**src/rtl/sas_pkg.sv**
```systemverilog
package sas_pkg;
    // Wishbone byte address is four times the register index
    localparam int ADR_W = 10;
    localparam logic [7:0] IDX_RESULT = 8'h1E;
    localparam logic [7:0] IDX_CTRL0 = 8'h1F;
    localparam logic [7:0] IDX_PINCFG = 8'h9F;
    localparam logic [7:0] IDX_STATUS = 8'hA0;

    // Field positions in converter_control_0
    localparam int CLKSEL_HI = 7;
    localparam int CLKSEL_LO = 6;
    localparam int CHAN_HI = 5;
    localparam int CHAN_LO = 3;
    localparam int GO_BIT = 2;
    localparam int PWR_BIT = 0;
    // Field positions in converter_pin_config and the status register
    localparam int PCFG_HI = 2;
    localparam int FLAG_BIT = 0;

    // Reset values
    localparam logic [1:0] CLKSEL_RST = 2'h0;
    localparam logic [2:0] CHAN_RST = 3'h0;
    localparam logic [2:0] PCFG_RST = 3'h0;

    // conv_clock_select codes and oscillator divisors
    localparam logic [1:0] CLK_DIV2 = 2'h0;
    localparam logic [1:0] CLK_DIV8 = 2'h1;
    localparam logic [1:0] CLK_DIV32 = 2'h2;
    localparam logic [1:0] CLK_RC = 2'h3;
    localparam int DIV_FOSC2 = 2;
    localparam int DIV_FOSC8 = 8;
    localparam int DIV_FOSC32 = 32;

    // Result width and cycle counts
    localparam int RES_W = 8;
    localparam int CONV_PERIODS = 9;
    localparam int ABORT_PERIODS = 2;
    localparam int RC_START_CYCLES = 4;

    typedef enum logic [2:0] {
        ST_OFF, ST_IDLE, ST_DELAY, ST_SAMPLE, ST_CONV, ST_ABORT
    } sas_state_t;

    // Everything the analog front end needs, in one bundle
    typedef struct packed {
        logic power;
        logic sample;
        logic [2:0] chan;
        logic ref_ext;
        logic [4:0] analog;
        logic [7:0] trial;
    } sas_afe_t;
endpackage

```
**src/rtl/sas_adc_seq.sv**
```systemverilog
// Chosen here: register access over Wishbone.
module sas_adc_seq
    import sas_pkg::*;
(
    // Clock and reset
    input wire logic clk_i,
    input wire logic rst_i,
    // Wishbone slave
    input wire logic [ADR_W-1:0] wb_adr_i,
    input wire logic [31:0] wb_dat_i,
    input wire logic [3:0] wb_sel_i,
    input wire logic wb_we_i,
    input wire logic wb_cyc_i,
    input wire logic wb_stb_i,
    output logic [31:0] wb_dat_o,
    output logic wb_ack_o,
    // Device environment
    input wire logic sleep_i,
    input wire logic rc_tick_i,
    input wire logic cmp_i,
    // Analog front end and status
    output sas_afe_t afe_o,
    output logic done_flag_o
);
    logic ack_r, ack_nxt;
    logic [31:0] dat_r, dat_nxt;
    logic [1:0] clksel_r, clksel_nxt;
    logic [2:0] chan_r, chan_nxt;
    logic go_r, go_nxt;
    logic pwr_on_r, pwr_on_nxt;
    logic [2:0] pcfg_r, pcfg_nxt;
    logic flag_r, flag_nxt;
    logic [RES_W-1:0] result_r, result_nxt;
    sas_state_t state_r, state_nxt;
    logic [2:0] dly_r, dly_nxt;
    logic [1:0] abt_r, abt_nxt;
    logic [3:0] conv_ticks_r, conv_ticks_nxt;
    sas_afe_t afe_r, afe_nxt;
    logic wr;
    logic pwr_act;
    logic tick;
    logic sar_start;
    logic sar_abort;
    logic sar_done;
    logic [RES_W-1:0] sar_res;
    logic [RES_W-1:0] sar_trial;
    logic [7:0] ctrl0_rd;

    // Sleep halts the converter unless the RC clock drives it
    assign pwr_act = pwr_on_r
        && !(sleep_i && clksel_r != CLK_RC);

    sas_tad_gen #(
        .MAX_DIV(DIV_FOSC32)
    ) u_tad (
        .clk_i(clk_i),
        .rst_i(rst_i),
        .run_i(pwr_act),
        .sel_i(clksel_r),
        .rc_tick_i(rc_tick_i),
        .tick_o(tick)
    );

    sas_sar u_sar (
        .clk_i(clk_i),
        .rst_i(rst_i),
        .start_i(sar_start),
        .abort_i(sar_abort),
        .tick_i(tick),
        .cmp_i(cmp_i),
        .trial_o(sar_trial),
        .result_o(sar_res),
        .done_o(sar_done)
    );

    always_comb begin
        ctrl0_rd = {clksel_r, chan_r, go_r, 1'b0, pwr_on_r};
        wr = wb_cyc_i && wb_stb_i && wb_we_i && ack_r && wb_sel_i[0];
        ack_nxt = wb_cyc_i && wb_stb_i && !ack_r;
        dat_nxt = dat_r;
        clksel_nxt = clksel_r;
        chan_nxt = chan_r;
        go_nxt = go_r;
        pwr_on_nxt = pwr_on_r;
        pcfg_nxt = pcfg_r;
        flag_nxt = flag_r;
        result_nxt = result_r;
        state_nxt = state_r;
        dly_nxt = dly_r;
        abt_nxt = abt_r;
        conv_ticks_nxt = conv_ticks_r;
        sar_start = 1'b0;
        sar_abort = 1'b0;
        if (ack_nxt) begin
            case (wb_adr_i[ADR_W-1:2])
                IDX_CTRL0: dat_nxt = {24'h0, ctrl0_rd};
                IDX_PINCFG: dat_nxt = {29'h0, pcfg_r};
                IDX_RESULT: dat_nxt = {24'h0, result_r};
                IDX_STATUS: dat_nxt = {31'h0, flag_r};
                default: dat_nxt = 32'h0;
            endcase
        end
        if (wr) begin
            case (wb_adr_i[ADR_W-1:2])
                IDX_CTRL0: begin
                    clksel_nxt = wb_dat_i[CLKSEL_HI:CLKSEL_LO];
                    chan_nxt = wb_dat_i[CHAN_HI:CHAN_LO];
                    pwr_on_nxt = wb_dat_i[PWR_BIT];
                    // Go only counts if power was already on
                    go_nxt = wb_dat_i[GO_BIT] && pwr_on_r
                        && wb_dat_i[PWR_BIT];
                end
                IDX_PINCFG: pcfg_nxt = wb_dat_i[PCFG_HI:0];
                IDX_RESULT: result_nxt = wb_dat_i[RES_W-1:0];
                IDX_STATUS: flag_nxt = wb_dat_i[FLAG_BIT];
                default: ;
            endcase
        end
        if (!pwr_act) begin
            // Power off or sleep on a non-RC clock: drop the state, go and the SAR run
            state_nxt = ST_OFF;
            go_nxt = 1'b0;
            sar_abort = 1'b1;
        end else begin
            case (state_r)
                ST_OFF: state_nxt = ST_IDLE;
                ST_IDLE: begin
                    conv_ticks_nxt = 4'h0;
                    if (go_r && clksel_r == CLK_RC) begin
                        state_nxt = ST_DELAY;
                        dly_nxt = 3'(RC_START_CYCLES - 1);
                    end else if (go_r) begin
                        state_nxt = ST_SAMPLE;
                    end
                end
                ST_DELAY: begin
                    if (!go_r) begin
                        state_nxt = ST_IDLE;
                    end else if (dly_r == 3'h0) begin
                        state_nxt = ST_SAMPLE;
                    end else begin
                        dly_nxt = dly_r - 3'h1;
                    end
                end
                ST_SAMPLE: begin
                    if (!go_r) begin
                        state_nxt = ST_ABORT;
                        abt_nxt = 2'h0;
                    end else if (tick) begin
                        state_nxt = ST_CONV;
                        sar_start = 1'b1;
                        conv_ticks_nxt = conv_ticks_r + 4'h1;
                    end
                end
                ST_CONV: begin
                    if (tick) begin
                        conv_ticks_nxt = conv_ticks_r + 4'h1;
                    end
                    if (!go_r) begin
                        state_nxt = ST_ABORT;
                        abt_nxt = 2'h0;
                        sar_abort = 1'b1;
                    end else if (sar_done) begin
                        // Hardware clear of go and set of flag win
                        state_nxt = ST_IDLE;
                        result_nxt = sar_res;
                        go_nxt = 1'b0;
                        flag_nxt = 1'b1;
                    end
                end
                ST_ABORT: begin
                    if (tick && abt_r == 2'(ABORT_PERIODS - 1)) begin
                        state_nxt = ST_IDLE;
                    end else if (tick) begin
                        abt_nxt = abt_r + 2'h1;
                    end
                end
                default: state_nxt = ST_OFF;
            endcase
        end
    end

    always_comb begin
        afe_nxt.power = pwr_act;
        afe_nxt.sample = pwr_act && (state_r == ST_IDLE
            || state_r == ST_DELAY || state_r == ST_SAMPLE);
        afe_nxt.chan = chan_r;
        afe_nxt.trial = sar_trial;
        case (pcfg_r)
            3'h0, 3'h2: begin
                afe_nxt.analog = 5'h1F;
                afe_nxt.ref_ext = 1'b0;
            end
            3'h1, 3'h3: begin
                afe_nxt.analog = 5'h17;
                afe_nxt.ref_ext = 1'b1;
            end
            3'h4: begin
                afe_nxt.analog = 5'h0B;
                afe_nxt.ref_ext = 1'b0;
            end
            3'h5: begin
                afe_nxt.analog = 5'h03;
                afe_nxt.ref_ext = 1'b1;
            end
            default: begin
                afe_nxt.analog = 5'h00;
                afe_nxt.ref_ext = 1'b0;
            end
        endcase
    end

    always_ff @(posedge clk_i) begin
        if (rst_i) begin
            ack_r <= 1'b0;
            dat_r <= 32'h0;
            clksel_r <= CLKSEL_RST;
            chan_r <= CHAN_RST;
            go_r <= 1'b0;
            pwr_on_r <= 1'b0;
            pcfg_r <= PCFG_RST;
            flag_r <= 1'b0;
            state_r <= ST_OFF;
            dly_r <= 3'h0;
            abt_r <= 2'h0;
            conv_ticks_r <= 4'h0;
            afe_r <= '0;
        end else begin
            ack_r <= ack_nxt;
            dat_r <= dat_nxt;
            clksel_r <= clksel_nxt;
            chan_r <= chan_nxt;
            go_r <= go_nxt;
            pwr_on_r <= pwr_on_nxt;
            pcfg_r <= pcfg_nxt;
            flag_r <= flag_nxt;
            state_r <= state_nxt;
            dly_r <= dly_nxt;
            abt_r <= abt_nxt;
            conv_ticks_r <= conv_ticks_nxt;
            afe_r <= afe_nxt;
        end
    end

    // Result keeps its content through reset
    always_ff @(posedge clk_i) begin
        result_r <= result_nxt;
    end

    assign wb_ack_o = ack_r;
    assign wb_dat_o = dat_r;
    assign afe_o = afe_r;
    assign done_flag_o = flag_r;
endmodule

```
**src/rtl/sas_tad_gen.sv**
```systemverilog
module sas_tad_gen
    import sas_pkg::*;
#(
    parameter int MAX_DIV = 32
) (
    // Clock and reset
    input wire logic clk_i,
    input wire logic rst_i,
    // Control
    input wire logic run_i,
    input wire logic [1:0] sel_i,
    input wire logic rc_tick_i,
    // One pulse per bit period
    output logic tick_o
);
    if (MAX_DIV < DIV_FOSC32) begin : g_chk
        $error("MAX_DIV too small for the largest divisor");
    end

    logic [5:0] cnt_r;
    logic [5:0] cnt_nxt;
    logic [5:0] last;
    logic tick_r;
    logic tick_nxt;

    always_comb begin
        case (sel_i)
            CLK_DIV2: last = 6'(DIV_FOSC2 - 1);
            CLK_DIV8: last = 6'(DIV_FOSC8 - 1);
            default: last = 6'(DIV_FOSC32 - 1);
        endcase
        cnt_nxt = 6'h0;
        tick_nxt = 1'b0;
        if (run_i) begin
            if (sel_i == CLK_RC) begin
                tick_nxt = rc_tick_i;
            end else if (cnt_r >= last) begin
                tick_nxt = 1'b1;
            end else begin
                cnt_nxt = cnt_r + 6'h1;
            end
        end
    end

    always_ff @(posedge clk_i) begin
        if (rst_i) begin
            cnt_r <= 6'h0;
            tick_r <= 1'b0;
        end else begin
            cnt_r <= cnt_nxt;
            tick_r <= tick_nxt;
        end
    end

    assign tick_o = tick_r;
endmodule

```
**src/rtl/sas_sar.sv**
```systemverilog
module sas_sar
    import sas_pkg::*;
(
    // Clock and reset
    input wire logic clk_i,
    input wire logic rst_i,
    // Sequencing
    input wire logic start_i,
    input wire logic abort_i,
    input wire logic tick_i,
    input wire logic cmp_i,
    // Results
    output logic [RES_W-1:0] trial_o,
    output logic [RES_W-1:0] result_o,
    output logic done_o
);
    logic [RES_W-1:0] trial_r;
    logic [RES_W-1:0] trial_nxt;
    logic [RES_W-1:0] res_r;
    logic [RES_W-1:0] res_nxt;
    logic [2:0] idx_r;
    logic [2:0] idx_nxt;
    logic busy_r;
    logic busy_nxt;
    logic done_r;
    logic done_nxt;
    logic [RES_W-1:0] kept;

    always_comb begin
        trial_nxt = trial_r;
        res_nxt = res_r;
        idx_nxt = idx_r;
        busy_nxt = busy_r;
        done_nxt = 1'b0;
        kept = trial_r;
        kept[idx_r] = cmp_i;
        if (abort_i) begin
            busy_nxt = 1'b0;
        end else if (start_i) begin
            trial_nxt = 8'h80;
            idx_nxt = 3'h7;
            busy_nxt = 1'b1;
        end else if (busy_r && tick_i) begin
            // One decision per bit period, MSB down to LSB
            if (idx_r == 3'h0) begin
                res_nxt = kept;
                trial_nxt = kept;
                busy_nxt = 1'b0;
                done_nxt = 1'b1;
            end else begin
                trial_nxt = kept | (8'h01 << (idx_r - 3'h1));
                idx_nxt = idx_r - 3'h1;
            end
        end
    end

    always_ff @(posedge clk_i) begin
        if (rst_i) begin
            trial_r <= 8'h00;
            res_r <= 8'h00;
            idx_r <= 3'h0;
            busy_r <= 1'b0;
            done_r <= 1'b0;
        end else begin
            trial_r <= trial_nxt;
            res_r <= res_nxt;
            idx_r <= idx_nxt;
            busy_r <= busy_nxt;
            done_r <= done_nxt;
        end
    end

    assign trial_o = trial_r;
    assign result_o = res_r;
    assign done_o = done_r;
endmodule

```
**config.mk**
```make
export PLATFORM = sky130hd
export DESIGN_NAME = sas_adc_seq
export DESIGN_NICKNAME = d
export VERILOG_FILES = /design/src/rtl/sas_pkg.sv /design/src/rtl/sas_adc_seq.sv /design/src/rtl/sas_tad_gen.sv /design/src/rtl/sas_sar.sv
export SDC_FILE = /design/constraint.sdc
export NUM_CORES = 1
export LEC_CHECK = 0
export ABC_AREA = 0
export BUFFER_PORTS_ARGS = -buffer_cell sky130_fd_sc_hd__buf_2
export CAP_MARGIN = 20
export CORE_AREA = 2 2 89 91
export CTS_CLUSTER_DIAMETER = 120
export DETAILED_ROUTE_END_ITERATION = 6
export DIE_AREA = 0 0 91 93
export PLACE_DENSITY = 0.95
export SLEW_MARGIN = 20
export SYNTH_ARGS = -nofsm -noshare
export SYNTH_HDL_FRONTEND = slang
export SYNTH_SLANG_ARGS = --single-unit
```
**constraint.sdc**
```tcl
create_clock -name clk_i -period 2.75 [get_ports clk_i]
set_input_delay 0.1375 -clock clk_i [delete_from_list [all_inputs] [get_ports clk_i]]
set_output_delay 0.1375 -clock clk_i [all_outputs]
set_load 0.02 [all_outputs]
```
==> results.md <==
* Minimum clock period at 2.20 ns
* Layout Nets at 572
* Synthesis-to-finish area growth at 9.59%
* Num CTS Buffers at 9
* Hold_ws at 0.0354 ns
* Max Slew Vio Count at 0
* Cell area after layout at 0.00452 mm2
* Reg2reg setup slack at 0.55 ns
* Yosys top cell by area: dfxtp_1
* Count leader, synth: dfxtp_1
* R2r startpoint: state_r[2]$_SDFFE_PP0P_
* Routed wl met3 at just over 500 um
* CP Launch Point: state_r[2]$_SDFFE_PP0P_
* Yosys reg bits at 81
* Post-synthesis sequential area ratio at 0.393
* Synthesized area per cell at 8.81 um2
* Overflow after GRT at 0
* Fin. Hold Viols at 0
* Initial antenna violation count at 0
* Htree depth at 3
* Vias at 3,621
* Final setup viols at 0
* Pleak at ~1.8 nW
* Mapped Area at 0.00412 mm2
* Met1 WL at 4090 um
* Fillers at 652
* WP buf/inv at 1
* Hold Buf Count CTS at 0
* Number of setup buffers added after CTS at 0
* Fmax at between 0.4 and 0.5 GHz
* Slew headroom at 0.502
* # resized after CTS at 0
* DPL Wire Length at roughly 6400 um
* Area contributors post-synth: dfxtp_1 39%, buf_4 4.7%, ha_1 3.9%
* Total GRT Usage at 0.214
* CP max-delay cell: dfxtp_1
* Hold Startpoint: wb_dat_i[5]
* GPL Wtd Cong at 0.888
* Synth top cells by count: 81 x dfxtp_1, 32 x nor2_1, 32 x o21ai_0, 26 x buf_4, 26 x nand3_1
* Antenna Nets Post-Route at 0
* Reg clk slew, reported paths at 0.09 ns
* Final wirelength at 9260 um
* Synth Instances at roughly 470
* I/O pins at 107
* CP cell instances: nor4b_1 -> nor3_1 -> buf_4 -> a21oi_1 -> a22o_1
* Pwr/cell area at 484 mW/mm2
* # DRC at 0
* N_diodes at 0
* Final Skew at a little over 0.01 ns
* Hold Path End: chan_r[2]$_SDFFE_PP0P_
* Worst IR Drop VDD at between 200 and 300 uV
* Die ar. at 0.00846 mm2
* Layout cells sized above 1 at 0.180
* CTS tree: yes
* Min-Delay Path Class: primary input to register
* Clock Sink Count at 81
* Outcome: complete, no violations
* FF-to-FF End: u_sar.trial_o[4]$_SDFFE_PP0P_
* Top Family by Delay on Critical Path: flip-flops
* Synth cell types at 64
* Most used DFF post-synth: dfxtp_1
* Crit path max fanout at 19
* Root Buffer: clkbuf_8
* Number of enable flip-flop cells after synthesis at 0
* Worst-skew pair later-pin latency at 0.36 ns
* Initial DRC count at 286
* WP data arrival at 2.50 ns
* PnR Total Power at 2.18 mW
* First-pass GRT wire length at roughly 15,000 um
* Worst path required time at 3.05 ns
* CTS Buffer Depth at 2
* Setup TNS at 0 ns
* Row Count at 32
* Die height at 93 um
* Setup CP Type: register to register
* Vias in the first global route at between 3,000 and 4,000
* Routed met2 length at 4530 um
* Hold Path Stages at 3
* Die W at 91 um
* # Max-Cap Violations at 0
* Initial Utilization at 0.548
* Final period util at 0.799
* RSZ-0062 raised after global routing: no
* Reg2Reg Depth at 5
* Highest routed layer: met4
* Routed length per placed instance at around 15 um
* Async set-or-reset flop fraction in the synthesized netlist at 0
* Critical Path Source Type: register
* Worst-Margin Slew at 0.742 ns
* Placeable Area at 0.00753 mm2
* Largest stage delay, worst path at about 0.67 ns
* Pin count of the biggest net entering global routing at 33
* Via/cell ratio at 5.92
* Drt first pass iters at 5
* DP Area at 0.00432 mm2
* Number of buffers added on ports at 53
* Crit end category: register
* Top-area cell type share of the netlist area at 0.393
* YS warnings at 0
-- stage by stage --
stage                     std cells  utilization  worst slack, ns
after floorplan                 491            -            0.946
after global placement          596        0.573            0.696
after detailed placement        596        0.573            0.645
after CTS                       612        0.600            0.593
after global routing            612        0.600            0.295
final                           612        0.600            0.552
-- cells in the final DEF (no fill, tap or decap), types with 4 or more instances in the layout --
cell type | synthesis | final
dfxtp_1 | 81 | 81
buf_2 | 5 | 53
o21ai_0 | 32 | 32
nor2_1 | 32 | 32
nand3_1 | 26 | 26
a21oi_1 | 24 | 24
conb_1 | 1 | 24
a31oi_1 | 18 | 18
nor2b_1 | 18 | 18
inv_1 | 16 | 16
nand2_1 | 13 | 13
ha_1 | 13 | 13
nor3_1 | 12 | 12
a211oi_1 | 11 | 11
mux2i_1 | 10 | 10
mux2_2 | 9 | 9
clkbuf_8 | 0 | 9
a22o_1 | 8 | 8
nand4_1 | 7 | 7
nor3b_1 | 6 | 6
a22oi_1 | 5 | 5
nor4b_1 | 4 | 4
nor4_1 | 4 | 4
-- worst max-delay path by stage --
| stage | endpoint | slack (ns) | cells after the start |
|---|---|---|---|
| floorplan | u_sar.idx_r[0]$_SDFFE_PP0P_ | 0.95 | 7 |
| global placement | u_sar.trial_o[4]$_SDFFE_PP0P_ | 0.70 | 5 |
| detailed placement | u_sar.trial_o[4]$_SDFFE_PP0P_ | 0.64 | 5 |
| CTS | u_sar.trial_o[1]$_SDFFE_PP0P_ | 0.59 | 5 |
| global route | u_sar.trial_o[5]$_SDFFE_PP0P_ | 0.29 | 5 |
| finish | u_sar.trial_o[4]$_SDFFE_PP0P_ | 0.55 | 5 |
-- report_power, final --
part           leakage, nW  internal [mW]  switching [mW]  total, mW
registers            0.653           1.17         0.00127       1.18
clock network       0.0966          0.427           0.468      0.895
logic                 1.02         0.0273          0.0860      0.113
-- cells by family after synthesis --
group | Yosys count | share of synthesized area
and+or+nand+nor | 155 | 0.220
xor gates and xnor gates | 6 | 0.0128
other | 1 | 0.000910
adders and majority gates | 13 | 0.0395
buffers and inverters | 68 | 0.0871
muxes | 19 | 0.0489
DFF | 81 | 0.393
AOI/OAI and AO/OA | 125 | 0.197
-- sequential cells by signal, summed over array words and instances (netlist names), 6 cells and up --
| signal | flops |
|---|---|
| result_r | 8 |
| wb_dat_o | 8 |
| u_sar.result_o | 8 |
| u_tad.cnt_r | 6 |
| afe_o | 17 |
| u_sar.trial_o | 8 |
-- tightest hold or removal path, delay by kind of cell --
family	cells	cell delay, ns
AOI/OAI and AO/OA	1	0.06
buffers and inverters	1	0.11
and+or+nand+nor	1	0.06
-- routing by layer --
| layer | track usage | vias up |
|---|---|---|
| met5 | 0 | - |
| met4 | 0.0682 | 0 |
| met3 | 0.0387 | 15 |
| met2 | 0.372 | 137 |
| met1 | 0.269 | 1725 |
| li1 | - | 1744 |
-- cell type report --
class	instances	area [um2]	area share
Tap cell	102	128	0.0283
Sequential cell	81	1620	0.359
Multi-Input combinational cell	342	2230	0.493
Inverter	16	60.1	0.0133
Timing Repair Buffer	55	280	0.0620
Clock buffer	9	124	0.0274
Clock inverter	7	76.3	0.0169
(Power assumes the default switching activity.)
